**config.mk**
```make
export PLATFORM = sky130hd
export DESIGN_NAME = cwrc_core
export DESIGN_NICKNAME = d
export VERILOG_FILES = /design/src/common/cwrc_pkg.sv /design/src/cwrc_core.sv
export SDC_FILE = /design/constraint.sdc
export NUM_CORES = 2
export LEC_CHECK = 0
export BUFFER_PORTS_ARGS = -buffer_cell sky130_fd_sc_hd__buf_4
export CORE_MARGIN = 2
export CORE_UTILIZATION = 55
export CTS_CLUSTER_SIZE = 40
export DETAILED_ROUTE_END_ITERATION = 12
export HOLD_SLACK_MARGIN = 0.02
export PLACE_DENSITY = 0.79
export SYNTH_ARGS = -nofsm -noshare
export SYNTH_HDL_FRONTEND = slang
export SYNTH_SLANG_ARGS = --single-unit
```
**constraint.sdc**
```tcl
create_clock -name core_clk -period 22.5 [get_ports core_clk]
set_input_delay 5.625 -clock core_clk [delete_from_list [all_inputs] [get_ports core_clk]]
set_output_delay 5.625 -clock core_clk [all_outputs]
set_load 0.005 [all_outputs]
```
**src/common/cwrc_pkg.sv**
```systemverilog
package cwrc_pkg;
	// ----------------------------------------------------------------
	// Sizes and map of the working register core.
	// ----------------------------------------------------------------
	localparam int NUM_WREGS = 16;
	localparam int WORD_W = 16;
	localparam int PC_W = 24;
	localparam int INSTR_W = 24;
	localparam int PAGE_W = 8;
	localparam int REP_W = 14;
	localparam int PSV_OFS_W = 15;
	localparam int MUL_W = 17;
	localparam logic [3:0] WZ_IDX = 4'h0;
	localparam logic [3:0] FP_IDX = 4'hE;
	localparam logic [3:0] SP_IDX = 4'hF;
	localparam logic [15:0] SP_RESET = 16'h0800;
	localparam logic [15:0] INIT_RESET = 16'h8000;
	localparam logic [15:0] STEP_WORD = 16'h0002;
	localparam logic [15:0] STEP_BYTE = 16'h0001;
	localparam logic [23:0] PC_STEP = 24'h000002;
	localparam logic [15:0] FILE_OP_WORK_REG_WIN_END = 16'h0020;
	localparam logic [15:0] ADDR_PC_LO = 16'h002E;
	localparam logic [15:0] ADDR_PC_HI = 16'h0030;
	localparam logic [15:0] ADDR_TBL_PAGE = 16'h0032;
	localparam logic [15:0] ADDR_WIN_PAGE = 16'h0034;
	localparam logic [15:0] ADDR_LOOP_CNT = 16'h0036;
	localparam logic [15:0] ADDR_CORE_CTL = 16'h0044;
	localparam int CTL_PSV_BIT = 2;
	localparam logic [4:0] DIV_LAST_STEP = 5'h0F;
	localparam int TRAP_SOURCES = 8;
	localparam logic [6:0] IRQ_SOURCES = 7'h76;
	localparam logic [2:0] PRIO_LEVELS = 3'h7;

	// ----------------------------------------------------------------
	// Request groups and state.
	// ----------------------------------------------------------------
	typedef enum logic [2:0] {
		CWRC_PM_NONE, CWRC_PM_POST_INC, CWRC_PM_POST_DEC,
		CWRC_PM_PRE_INC, CWRC_PM_PRE_DEC
	} cwrc_ptr_mode_t;
	typedef enum logic [1:0] {
		CWRC_DIV_IDLE, CWRC_DIV_STEP, CWRC_DIV_FIX, CWRC_DIV_SIGN
	} cwrc_div_state_t;
	typedef struct packed {
		logic [3:0] rd_a_sel; logic [3:0] rd_b_sel; logic file_op;
		logic wr_en; logic [3:0] wr_sel; logic wr_byte; logic [15:0] wr_data;
	} cwrc_reg_op_t;
	typedef struct packed {
		logic en; logic [3:0] sel; cwrc_ptr_mode_t mode; logic byte_step;
	} cwrc_ptr_op_t;
	typedef struct packed {
		logic en; logic we; logic [15:0] addr; logic [1:0] be;
		logic [15:0] wdata;
	} cwrc_dm_req_t;
	typedef struct packed {
		logic push; logic pop; logic link; logic unlink;
		logic [14:0] frame_bytes;
	} cwrc_stack_op_t;
	typedef struct packed {
		logic en; logic [15:0] a; logic [15:0] b;
		logic a_sgn; logic b_sgn; logic byte_mode;
	} cwrc_mul_req_t;
	typedef struct packed {
		logic start; logic [31:0] dividend; logic [15:0] divisor;
		logic sgn; logic wide;
	} cwrc_div_req_t;
	typedef struct packed {
		logic fetch_adv; logic [23:0] fetch_word; logic pc_load;
		logic [23:0] pc_target; logic multi; logic rep_load;
		logic [13:0] rep_count; logic irq_take;
	} cwrc_flow_t;
	typedef struct packed {
		logic [NUM_WREGS-1:0][15:0] file_op_work_reg; logic [15:0] init;
		logic [15:0] rd_a; logic [15:0] rd_b; logic [15:0] ea;
		logic addr_trap; logic [15:0] dm_rdata; logic dm_hit;
		logic prog_rd; logic [23:0] prog_addr; logic [23:0] pc;
		logic [23:0] instr; logic stall; logic [7:0] tbl_page;
		logic [7:0] win_page; logic [15:0] core_ctl;
		logic [13:0] loop_count; logic rep_busy; logic [31:0] mul_res;
		cwrc_div_state_t div_state; logic [4:0] div_cnt;
		logic [17:0] div_p; logic [15:0] div_a; logic [15:0] div_d;
		logic div_qneg; logic div_rneg; logic [15:0] quot;
		logic [15:0] rem; logic div_done; logic irq_ok;
	} cwrc_state_t;
endpackage : cwrc_pkg

```
**src/cwrc_core.sv**
```systemverilog
// Functional notes
// - Sixteen 16-bit working registers, each usable as data, pointer or offset.
// - The last register is the stack pointer, moved by calls and interrupts.
// - The fifteenth register is the frame pointer during link and unlink.
// - Program counter is 24 bits wide, covering 8M program words.
// - Each fetched instruction word is 24 bits with variable-length opcode.
// - One-cycle prefetch; flow changes and window accesses take extra cycles.
// - Repeat loops add no overhead and an interrupt may break in anytime.
// - Upper data half maps to program space by the 8-bit window page.
// - One cycle holds data read, register read, data write and fetch.
// - 17x17 multiplier: signed, unsigned, mixed, 16 or 8 bit, one cycle.
// - Non-restoring divide takes 19 cycles and can pause in any cycle after the start cycle.
// - Up to 8 traps and 118 interrupt sources over seven levels.
// - All programmer's model registers are memory mapped and read; all but the PC words are written.
// - Addressing mode decides whether a register acts as data or pointer.
// - File-register instructions use only the first working register.
// - File-register operands are the encoded address and the first register.
// - Data address 0x0004 reaches the third register exactly like direct naming.
// - A data write to the pointer's own register wins over post-modify.
// - Register-direct byte writes to a working register change only its low byte.
// - Low and high bytes of each register are reachable by byte access.
// - Reset clears all registers but the stack pointer, marking them uninitialized.
// - Reset loads the stack pointer with 0x0800.
// - Bit 0 of the stack pointer is always held at zero.
// - Pointer use of an uninitialized register traps; only word writes, and link for the frame pointer, initialize.
`timescale 1ns/1ns
module cwrc_core
	import cwrc_pkg::*;
(
	// Clock and reset.
	input wire logic core_clk,
	input wire logic sys_rst,
	// Instruction-side requests.
	input wire cwrc_reg_op_t reg_op,
	input wire cwrc_ptr_op_t ptr_op,
	input wire cwrc_stack_op_t stk_op,
	input wire cwrc_flow_t flow,
	// Data memory bus.
	input wire cwrc_dm_req_t dm_req,
	// Arithmetic requests.
	input wire cwrc_mul_req_t mul_req,
	input wire cwrc_div_req_t div_req,
	// Exception request check.
	input wire logic irq_req,
	input wire logic [6:0] irq_src,
	input wire logic [2:0] irq_prio,
	// Register read answers.
	output logic [15:0] rd_a,
	output logic [15:0] rd_b,
	output logic [15:0] eff_addr,
	output logic addr_trap,
	// Data memory answers and program window.
	output logic [15:0] dm_rdata,
	output logic dm_hit,
	output logic prog_rd,
	output logic [23:0] prog_addr,
	// Program flow.
	output logic [23:0] pc,
	output logic [23:0] instr_word,
	output logic stall,
	output logic rep_busy,
	// Arithmetic results.
	output logic [31:0] mul_res,
	output logic [15:0] quotient,
	output logic [15:0] remainder,
	output logic div_busy,
	output logic div_done,
	output logic irq_ok
);

	// ----------------------------------------------------------------
	// Address decode helpers.
	// ----------------------------------------------------------------
	function automatic logic cwrc_in_file_op_work_reg_win(input logic [15:0] addr);
		return addr < FILE_OP_WORK_REG_WIN_END;
	endfunction : cwrc_in_file_op_work_reg_win

	function automatic logic [3:0] cwrc_file_op_work_reg_idx(input logic [15:0] addr);
		return addr[4:1];
	endfunction : cwrc_file_op_work_reg_idx

	cwrc_state_t st, next_st;
	logic [15:0] base, step, sp, dm_word;
	logic [3:0] idx;
	logic [31:0] dvd_full, dvd_mag;
	logic dvd_neg, dsr_neg;
	logic [17:0] shifted;
	logic signed [MUL_W-1:0] mul_a, mul_b;
	logic signed [2*MUL_W-1:0] product;

	// ----------------------------------------------------------------
	// Next-state logic.
	// ----------------------------------------------------------------
	// Computes the whole next state; later writers override earlier ones.
	always_comb begin
		next_st = st;
		base = 16'h0000;
		step = STEP_WORD;
		sp = 16'h0000;
		idx = WZ_IDX;
		dm_word = 16'h0000;
		next_st.addr_trap = 1'b0;
		next_st.dm_hit = 1'b0;
		next_st.prog_rd = 1'b0;
		next_st.div_done = 1'b0;
		// Register-direct reads; file ops read the first register.
		next_st.rd_a = reg_op.file_op ? st.file_op_work_reg[WZ_IDX]
			: st.file_op_work_reg[reg_op.rd_a_sel];
		next_st.rd_b = st.file_op_work_reg[reg_op.rd_b_sel];
		// Indirect pointer use with optional pre or post modify.
		if (ptr_op.en) begin
			base = st.file_op_work_reg[ptr_op.sel];
			// The stack pointer always steps a word.
			step = (ptr_op.byte_step && ptr_op.sel != SP_IDX) ? STEP_BYTE
				: STEP_WORD;
			next_st.addr_trap = !st.init[ptr_op.sel];
			next_st.ea = base;
			unique case (ptr_op.mode)
				CWRC_PM_NONE: begin
				end
				CWRC_PM_POST_INC: begin
					next_st.file_op_work_reg[ptr_op.sel] = base + step;
				end
				CWRC_PM_POST_DEC: begin
					next_st.file_op_work_reg[ptr_op.sel] = base - step;
				end
				CWRC_PM_PRE_INC: begin
					next_st.ea = base + step;
					next_st.file_op_work_reg[ptr_op.sel] = base + step;
				end
				CWRC_PM_PRE_DEC: begin
					next_st.ea = base - step;
					next_st.file_op_work_reg[ptr_op.sel] = base - step;
				end
				default: begin
				end
			endcase
		end
		// Automatic stack and frame pointer movement.
		sp = st.file_op_work_reg[SP_IDX];
		if (stk_op.push) begin
			next_st.ea = sp;
			next_st.file_op_work_reg[SP_IDX] = sp + STEP_WORD;
		end else if (stk_op.pop) begin
			next_st.ea = sp - STEP_WORD;
			next_st.file_op_work_reg[SP_IDX] = sp - STEP_WORD;
		end else if (stk_op.link) begin
			next_st.ea = sp;
			next_st.file_op_work_reg[FP_IDX] = sp + STEP_WORD;
			next_st.init[FP_IDX] = 1'b1;
			next_st.file_op_work_reg[SP_IDX] = sp + STEP_WORD + {1'b0, stk_op.frame_bytes};
		end else if (stk_op.unlink) begin
			next_st.ea = st.file_op_work_reg[FP_IDX] - STEP_WORD;
			next_st.file_op_work_reg[SP_IDX] = st.file_op_work_reg[FP_IDX] - STEP_WORD;
		end
		// Register-direct destination write.
		if (reg_op.wr_en) begin
			idx = reg_op.file_op ? WZ_IDX : reg_op.wr_sel;
			if (reg_op.wr_byte) begin
				next_st.file_op_work_reg[idx][7:0] = reg_op.wr_data[7:0];
			end else begin
				next_st.file_op_work_reg[idx] = reg_op.wr_data;
				next_st.init[idx] = 1'b1;
			end
		end
		// Memory-mapped access; the data write is applied last.
		if (dm_req.en) begin
			if (cwrc_in_file_op_work_reg_win(dm_req.addr)) begin
				idx = cwrc_file_op_work_reg_idx(dm_req.addr);
				next_st.dm_hit = 1'b1;
				if (dm_req.we) begin
					for (int b = 0; b < 2; b++) begin
						if (dm_req.be[b]) begin
							next_st.file_op_work_reg[idx][8*b +: 8] =
								dm_req.wdata[8*b +: 8];
						end
					end
					if (dm_req.be == 2'b11) begin
						next_st.init[idx] = 1'b1;
					end
				end else begin
					next_st.dm_rdata = st.file_op_work_reg[idx];
				end
			end else if (dm_req.addr[15] && st.core_ctl[CTL_PSV_BIT]) begin
				// Upper half goes to program space through the page.
				next_st.prog_rd = 1'b1;
				next_st.prog_addr = {1'b0, st.win_page,
					dm_req.addr[PSV_OFS_W-1:0]};
			end else begin
				unique case (dm_req.addr)
					ADDR_PC_LO: dm_word = st.pc[15:0];
					ADDR_PC_HI: dm_word = {8'h00, st.pc[23:16]};
					ADDR_TBL_PAGE: dm_word = {8'h00, st.tbl_page};
					ADDR_WIN_PAGE: dm_word = {8'h00, st.win_page};
					ADDR_LOOP_CNT: dm_word = {2'b00, st.loop_count};
					ADDR_CORE_CTL: dm_word = st.core_ctl;
					default: dm_word = 16'h0000;
				endcase
				next_st.dm_rdata = dm_req.we ? st.dm_rdata : dm_word;
				if (dm_req.we && dm_req.be[0]) begin
					unique case (dm_req.addr)
						ADDR_TBL_PAGE: next_st.tbl_page = dm_req.wdata[7:0];
						ADDR_WIN_PAGE: next_st.win_page = dm_req.wdata[7:0];
						ADDR_LOOP_CNT: next_st.loop_count =
							dm_req.wdata[REP_W-1:0];
						ADDR_CORE_CTL: next_st.core_ctl = dm_req.wdata;
						default: begin
						end
					endcase
				end
			end
		end
		next_st.file_op_work_reg[SP_IDX][0] = 1'b0;
		// Multi-cycle instructions hold fetch for one extra cycle.
		next_st.stall = flow.multi && !st.stall;
		if (flow.pc_load) begin
			next_st.pc = flow.pc_target;
		end else if (flow.fetch_adv && !next_st.stall) begin
			next_st.pc = st.pc + PC_STEP;
		end
		if (flow.fetch_adv && !next_st.stall) begin
			next_st.instr = flow.fetch_word;
		end
		// Repeat counter: no overhead, frozen while an interrupt runs.
		if (flow.rep_load) begin
			next_st.loop_count = flow.rep_count;
			next_st.rep_busy = 1'b1;
		end else if (st.rep_busy && flow.fetch_adv && !flow.irq_take) begin
			if (st.loop_count == '0) begin
				next_st.rep_busy = 1'b0;
			end else begin
				next_st.loop_count = st.loop_count - 14'h0001;
			end
		end
		// Single-cycle multiply with per-operand sign extension.
		if (mul_req.en) begin
			next_st.mul_res = product[31:0];
		end
		// Iterative divider, paused while an interrupt is taken.
		unique case (st.div_state)
			CWRC_DIV_IDLE: begin
				if (div_req.start) begin
					next_st.div_p = {2'b00, dvd_mag[31:16]};
					next_st.div_a = dvd_mag[15:0];
					next_st.div_d = dsr_neg ? 16'(-div_req.divisor)
						: div_req.divisor;
					next_st.div_qneg = dvd_neg ^ dsr_neg;
					next_st.div_rneg = dvd_neg;
					next_st.div_cnt = 5'h00;
					next_st.div_state = CWRC_DIV_STEP;
				end
			end
			CWRC_DIV_STEP: begin
				if (!flow.irq_take) begin
					next_st.div_p = st.div_p[17] ?
						shifted + {2'b00, st.div_d} : shifted - {2'b00, st.div_d};
					next_st.div_a = {st.div_a[14:0], ~next_st.div_p[17]};
					next_st.div_cnt = st.div_cnt + 5'h01;
					if (st.div_cnt == DIV_LAST_STEP) begin
						next_st.div_state = CWRC_DIV_FIX;
					end
				end
			end
			CWRC_DIV_FIX: begin
				if (!flow.irq_take) begin
					if (st.div_p[17]) begin
						next_st.div_p = st.div_p + {2'b00, st.div_d};
					end
					next_st.div_state = CWRC_DIV_SIGN;
				end
			end
			CWRC_DIV_SIGN: begin
				if (!flow.irq_take) begin
					next_st.quot = st.div_qneg ? 16'(-st.div_a) : st.div_a;
					next_st.rem = st.div_rneg ? 16'(-st.div_p[15:0])
						: st.div_p[15:0];
					next_st.div_done = 1'b1;
					next_st.div_state = CWRC_DIV_IDLE;
				end
			end
		endcase
		// Accept only legal sources at a legal priority.
		next_st.irq_ok = irq_req && irq_src < IRQ_SOURCES
			&& irq_prio != 3'h0 && irq_prio <= PRIO_LEVELS;
	end

	// Operand shaping for the multiplier and divider.
	assign mul_a = mul_req.byte_mode ?
		{{9{mul_req.a_sgn & mul_req.a[7]}}, mul_req.a[7:0]}
		: {mul_req.a_sgn & mul_req.a[15], mul_req.a};
	assign mul_b = mul_req.byte_mode ?
		{{9{mul_req.b_sgn & mul_req.b[7]}}, mul_req.b[7:0]}
		: {mul_req.b_sgn & mul_req.b[15], mul_req.b};
	assign product = mul_a * mul_b;
	assign dvd_full = div_req.wide ? div_req.dividend
		: {{16{div_req.sgn & div_req.dividend[15]}}, div_req.dividend[15:0]};
	assign dvd_neg = div_req.sgn & dvd_full[31];
	assign dsr_neg = div_req.sgn & div_req.divisor[15];
	assign dvd_mag = dvd_neg ? 32'(-dvd_full) : dvd_full;
	assign shifted = {st.div_p[16:0], st.div_a[15]};

	// ----------------------------------------------------------------
	// State register.
	// ----------------------------------------------------------------
	// Clears the array except the stack pointer, which gets its start value.
	always_ff @(posedge core_clk or posedge sys_rst) begin
		if (sys_rst) begin
			st <= '0;
			st.file_op_work_reg[SP_IDX] <= SP_RESET;
			st.init <= INIT_RESET;
		end else begin
			st <= next_st;
		end
	end

	// Outputs come straight from the state register, except div_busy, which is decoded from the divider state.
	assign rd_a = st.rd_a;
	assign rd_b = st.rd_b;
	assign eff_addr = st.ea;
	assign addr_trap = st.addr_trap;
	assign dm_rdata = st.dm_rdata;
	assign dm_hit = st.dm_hit;
	assign prog_rd = st.prog_rd;
	assign prog_addr = st.prog_addr;
	assign pc = st.pc;
	assign instr_word = st.instr;
	assign stall = st.stall;
	assign rep_busy = st.rep_busy;
	assign mul_res = st.mul_res;
	assign quotient = st.quot;
	assign remainder = st.rem;
	assign div_busy = st.div_state != CWRC_DIV_IDLE;
	assign div_done = st.div_done;
	assign irq_ok = st.irq_ok;

	logic quiet;
	assign quiet = !ptr_op.en && !stk_op.push && !stk_op.pop
		&& !stk_op.link && !stk_op.unlink && !dm_req.en;
endmodule : cwrc_core

```
## Word-level counts from Yosys, hierarchy flattened

Index checks and enable logic that the tools add are counted.
W data, S select, Z words.

- $mul: 1
- Div/mod/pow operators: 0
- Eq/ne operators: 25
- Magnitude comparators: 11
- Bitwise gates (word level): 14
- Mux-type cells: 104
- Shift-type cells: 0
- Reductions and logical operators: 41
- Add/sub/neg operators: 16

Operator list:

| kind | number |
|---|---|
| $mux W256 | 7 |
| $bwmux W256 | 6 |
| $mux W272 | 4 |
| $pmux W256 S2 | 1 |
| $mux W16 | 28 |
| $demux W16 S4 | 5 |
| $bmux W16 S4 | 4 |
| $pmux W16 S6 | 1 |
| $mux W14 | 6 |
| $eq A16 B6 Y1 const B | 5 |
| $mux W32 | 2 |
| $pmux W16 S2 | 2 |
| $mux W59 | 1 |
| $mux W18 | 3 |
| $pmux W18 S3 | 1 |
| $mux W17 | 3 |
| $mux W25 | 2 |
| $mux W24 | 2 |
| $neg A16 Y16 | 3 |
| $mux W41 | 1 |
| $add A18 B16 Y18 | 2 |
| $mul A17 B17 Y32 | 1 |
| $neg A32 Y32 | 1 |
| $or A16 B16 Y16 | 2 |
| 49 further kinds | 119 |

- Logic and storage cells: 258
- Latch bits: 0
- Output and inout bits: 208
- Memory bits (writable): 0
- ROM bits: 0
- Flip-flop bits (word level): 582
- Memories: 0

## Logic depth before layout (Yosys ltp)

- Depth after elaboration: 24
- Mapped depth: 28

## Worst setup path after synthesis

Ideal clock, no wire load.

- Path kind: input to register
- From: input mul_req[0] (netlist name)
- To: register st (netlist bit mul_res[31])
- Arrival: 12316 ps
- Data required time: 22375 ps
- Buffers on the path: 3
- Setup time: 125 ps
- Stages: 26
- Slack: 10060 ps
- Cells stage by stage: clkbuf_1 nand3_1 o21ai_1 clkbuf_1 nand2_1 fa_1 inv_1 fa_1 fa_1 fa_1 fa_1 inv_1 fa_1 inv_1 ha_1 clkbuf_1 a21o_1 a21o_1 a21oi_1 o21ai_0 a2111oi_0 o31ai_1 or4_1 a31oi_1 xnor2_1 mux2_2

- Longest elaborated chain between the ends: 2
- Elaborated cells between the ends (all ways): 3
- Classes of those cells: mul: 1; mux: 2

RTL lines:

| item | line | RTL |
|---|---|---|
| start: declaration | cwrc_core.sv:41 | `input wire cwrc_mul_req_t mul_req,` |
| $mux W17, on equally long branches | cwrc_core.sv:288, cwrc_core.sv:291 |  |
| $mul A17 B17 Y32 (*) | cwrc_core.sv:294 | `assign product = mul_a * mul_b;` |
| end signal: assignment | cwrc_core.sv:312 | `st <= next_st;` |
| end: declaration | cwrc_core.sv:82 | `cwrc_state_t st, next_st;` |

Every way passes the cells marked *; elsewhere a longest branch is shown, timed or not.
A chain may end at the register's enable or synchronous reset.

## Final worst setup path

- From: input mul_req[10] (netlist name)
- To: register st (netlist bit mul_res[31])

- Longest elaborated chain between the ends: 3

RTL lines:

| item | line | RTL |
|---|---|---|
| $and A1 B1 Y1 | cwrc_core.sv:292 | `{{9{mul_req.b_sgn & mul_req.b[7]}}, mul_req.b[7:0]}` |
| $mux W17 (*) | cwrc_core.sv:291 | `assign mul_b = mul_req.byte_mode ?` |
| $mul A17 B17 Y32 (*) | cwrc_core.sv:294 |  |

Marks and branches as above.

==> reports/metrics.yaml <==
min_path:
  whs_path_depth: 1
  hold_class: "flip-flop to flip-flop"
final_layout:
  finish.cell_count_without_fillers: 7418
  synthToLayoutAreaGrowth_pct: 9.01
  nFillCells: 8335
  final_layout_size_suffix_gt1_share_pct: 18.4
  regArea_um2: 14600
  fin_util_pct: 60.3
  stdcell_area_um2: 60200
  finish.net_count: 6748
  multi_input_comb_area_um2: 36100
grt:
  overall_fraction_of_global_route_tracks_in_use_pct: 38.5
  grt_use_met3_pct: 13.9
  grt-busiest-layer: "met2"
  grt_first_pass_wirelength_mm: 302
  global_route.usage.met1_pct: 48.2
  number_of_global_route_vias_before_repair: 49500
  grt_start_max_net_pins: 85
  met2_usage_pct: 57.7
  grt_overflow_total: 0
  antenna_found_initial: 23
timing:
  fin_tns_setup_ns: 0
  setup_repair_after_global_routing_missed_its_margin: "false"
  hold_viol: 0
  worst_clock_skew_ns: 0.0313
  maxSlewHeadroom_pct: 8.39
  total_setup_violations_reported_at_the_end_of_the_flow: 0
  period_utilization_pct: 58.4
  period_needed_ns: 13.14
  clock.fmax_mhz: 76.1
  worstMarginPinSlew_ns: 1.37
  drv_slew: 0
clock_network:
  post_cts.resized_instances: 0
  cts.path.max_buffers: 3
  number_of_sinks_driven_by_the_clock_tree: 582
  number_of_buffers_inserted_during_clock_tree_synthesis: 71
  clkTransAtPathRegs_ns: 0.07
  postCtsSetupRepairBufs: 0
  clock-root-buffer: "sky130_fd_sc_hd__clkbuf_16"
  cts_tree: "yes"
  cts.htree.levels: 3
  postCtsHoldBufs: 0
  clock_latency_ns: 0.68
power:
  seq_power_share_pct: 24.6
  netSwitchingFraction_pct: 45.1
  p_switching_mw: 3.29
  comb_power_share_pct: 59.2
  power_mw: 7.30
  power-per-cell-area_nw_per_um2: 121
  power_frac_clock_pct: 16.2
  power.static_leakage_nw: 26.1
  vdd_ir_drop_max_v: 0.000165
  internal_power_mw: 4.01
yosys:
  post_synthesis_instance_area_um2: 55200
  synth-main-ff-cell: "sky130_fd_sc_hd__dfrtp_1"
  ys_top_cells_by_area: "sky130_fd_sc_hd__dfrtp_1 26%, sky130_fd_sc_hd__mux4_2 13%, sky130_fd_sc_hd__fa_1 10%"
  synth.lib_cells_used.distinct: 94
  number_of_nets_produced_by_synthesis: 6750
  synth_largest_type_area_fraction_pct: 26.3
  synth.avg_cell_area_um2: 9.12
  synth_seq_cells: 582
  yosys.area.top_type: "sky130_fd_sc_hd__dfrtp_1"
  yosysSeqAreaShare_pct: 26.4
  yosysWarningCount: 0
  synth_edf_count: 0
  syn_inst: 6050
  synth_async_sr_flop_share_pct: 100
critical_path:
  timing.critical_path.from_type: "input port"
  cp.depth: 27
  crit_required_ns: 23.06
  critPathMaxFanout: 19
  timing.reg2reg.worst_path_depth: 13
  critical_path_start_end_classification: "input port to flip-flop"
  crit_buf_inv: 6
  crit_arrival_ns: 13.70
  setup.worst_path.end_class: "flip-flop"
  cpLargestDelayFamily: "adder cells"
  crit_path_max_incr_delay_ns: 0.94
  cp_common_cell: "sky130_fd_sc_hd__fa_1"
  critPathSlowestCell: "sky130_fd_sc_hd__a2111oi_0"
routing:
  pre_repair_dr_iteration_count: 12
  ant_nets: 0
  total_wirelength_mm: 200
  routed_wirelength_normalized_by_instance_count_um: 27.0
  post-route-drc-count: 0
  vias_per_inst: 6.94
  vias: 51500
  dr.first_iter.drc_count: 8154
placement:
  dp_hpwl_mm: 146
  rd_place_congestion: 1.04
  placed_cell_area_um2: 57800
  io_buffers: 466
  placed_cells_incl_taps: 7272
floorplan:
  core_area_um2: 99900
  design.die.area_um2: 103000
  num_rows: 116
  dieHeight_um: 321
  fp.dieW_um: 321
  boundaryPins: 470
  initial_utilization_pct: 55.3
flow_run:
  max_cap_viol_count: 0
outcome:
  run_status: "completed"
power groups by stage:
stage / clock network [mW] / registers, mW / logic, mW
finish: 1.18 / 1.79 / 4.32
global route: 1.23 / 1.81 / 4.74
CTS: 1.19 / 1.76 / 4.26
detailed placement: 0 / 1.77 / 4.22
global placement: 0 / 1.75 / 4.12
floorplan: 0 / 1.58 / 3.29
Yosys cell counts (54+ instances only):
| master | count |
|---|---|
| sky130_fd_sc_hd__a211oi_1 | 54 |
| sky130_fd_sc_hd__a21oi_1 | 355 |
| sky130_fd_sc_hd__a221oi_1 | 149 |
| sky130_fd_sc_hd__a31oi_1 | 74 |
| sky130_fd_sc_hd__and2_1 | 170 |
| sky130_fd_sc_hd__buf_1 | 62 |
| sky130_fd_sc_hd__buf_4 | 203 |
| sky130_fd_sc_hd__clkbuf_1 | 327 |
| sky130_fd_sc_hd__dfrtp_1 | 580 |
| sky130_fd_sc_hd__fa_1 | 287 |
| sky130_fd_sc_hd__ha_1 | 151 |
| sky130_fd_sc_hd__inv_1 | 365 |
| sky130_fd_sc_hd__mux2_2 | 103 |
| sky130_fd_sc_hd__mux4_2 | 314 |
| sky130_fd_sc_hd__nand2_1 | 750 |
| sky130_fd_sc_hd__nand3_1 | 79 |
| sky130_fd_sc_hd__nor2_1 | 525 |
| sky130_fd_sc_hd__nor3_1 | 184 |
| sky130_fd_sc_hd__o21ai_0 | 377 |
| sky130_fd_sc_hd__o221ai_1 | 56 |
| sky130_fd_sc_hd__xnor2_1 | 124 |
| sky130_fd_sc_hd__xor2_1 | 117 |
worst paths after layout:
kind | startpoint | end | slack [ns]
max in group asynchronous | sys_rst | pc[5]$_DFFE_PP0N_ | 15.12
min in group asynchronous | sys_rst | eff_addr[3]$_DFFE_PP0P_ | 4.96
hold reg to reg | st[324]$_DFF_PP0_ | st[324]$_DFF_PP0_ | 0.47
setup / recovery | mul_req[10] | mul_res[31]$_DFFE_PP0P_ | 9.36
hold / removal | st[324]$_DFF_PP0_ | st[324]$_DFF_PP0_ | 0.47
setup reg to reg | sp[1]$_DFF_PP0_ | st[447]$_DFF_PP0_ | 17.30
stage by stage:
step | hold slack, ns | setup slack (ns)
6_report | 0.472 | 9.36
5_1_grt | 0.482 | 8.93
4_1_cts | 0.464 | 9.44
3_5_place_dp | 0.459 | 8.80
3_3_place_gp | 0.445 | 8.88
2_1_floorplan | 0.429 | 0.594
logic make-up (layout without fill, tap and decap cells):
group                      after synthesis  after routing  synth area share, %
other                                    1             17              0.00679
xor gates and xnor gates               242            242                 3.85
buffers and inverters                  989           1043                 8.24
DFF                                    582            582                 26.4
adders and majority gates              438            438                 13.8
and+or+nand+nor                       1951           1951                 15.9
muxes                                  439            439                 15.3
AOI/OAI and AO/OA                     1408           1408                 16.4
cell usage in the layout (no fill, tap or decap), types with 54 or more instances in the layout:
cell type / n
sky130_fd_sc_hd__inv_1: 364
sky130_fd_sc_hd__and2_1: 171
sky130_fd_sc_hd__buf_4: 543
sky130_fd_sc_hd__nor3_1: 181
sky130_fd_sc_hd__fa_1: 287
sky130_fd_sc_hd__clkbuf_16: 72
sky130_fd_sc_hd__nand3_1: 79
sky130_fd_sc_hd__xor2_1: 117
sky130_fd_sc_hd__nand2_1: 750
sky130_fd_sc_hd__a221oi_1: 149
sky130_fd_sc_hd__a21oi_1: 354
sky130_fd_sc_hd__nor2_1: 525
sky130_fd_sc_hd__mux2_2: 103
sky130_fd_sc_hd__mux4_2: 314
sky130_fd_sc_hd__xnor2_1: 124
sky130_fd_sc_hd__dfrtp_1: 580
sky130_fd_sc_hd__ha_1: 151
sky130_fd_sc_hd__a31oi_1: 74
sky130_fd_sc_hd__o221ai_1: 56
sky130_fd_sc_hd__a211oi_1: 54
sky130_fd_sc_hd__o21ai_0: 377
worst register-to-register path, stage by stage (launching register included):
cell	delay, ns
sky130_fd_sc_hd__dfrtp_1	0.36
sky130_fd_sc_hd__buf_4	0.20
sky130_fd_sc_hd__mux4_2	0.50
sky130_fd_sc_hd__mux4_2	0.63
sky130_fd_sc_hd__ha_1	0.34
sky130_fd_sc_hd__a21oi_1	0.27
sky130_fd_sc_hd__nand3_1	0.14
sky130_fd_sc_hd__nor4_1	0.54
sky130_fd_sc_hd__nand3_1	0.26
sky130_fd_sc_hd__xnor2_1	0.20
sky130_fd_sc_hd__a22oi_1	0.57
sky130_fd_sc_hd__nand2_1	0.56
sky130_fd_sc_hd__o221ai_1	0.34
sky130_fd_sc_hd__a31oi_1	0.13
flip-flops by register name (all words and copies together), names as in the netlist, 18 cells and up:
name        count
instr_word     24
mul_res        32
pc             24
prog_addr      23
shifted        18
st            343
layout make-up:
class | count | area share, %
antenna | 16 | 0.0665
clock buffer | 98 | 3.32
clock inverter | 31 | 0.553
inverter | 370 | 2.32
multi-input combinational | 4479 | 60.0
sequential | 582 | 24.2
tap | 1298 | 2.70
timing repair buffer | 544 | 6.79
routing by layer:
metal / vias up / share of wire [%] / routed length (µm)
met5: - / 0.10 / 209
met4: 32 / 7.5 / 15100
met3: 1111 / 14 / 27400
met2: 4102 / 44 / 87600
met1: 24800 / 35 / 70200
li1: 21400 / - / -
No activity file was read; power rests on OpenSTA's default activity.
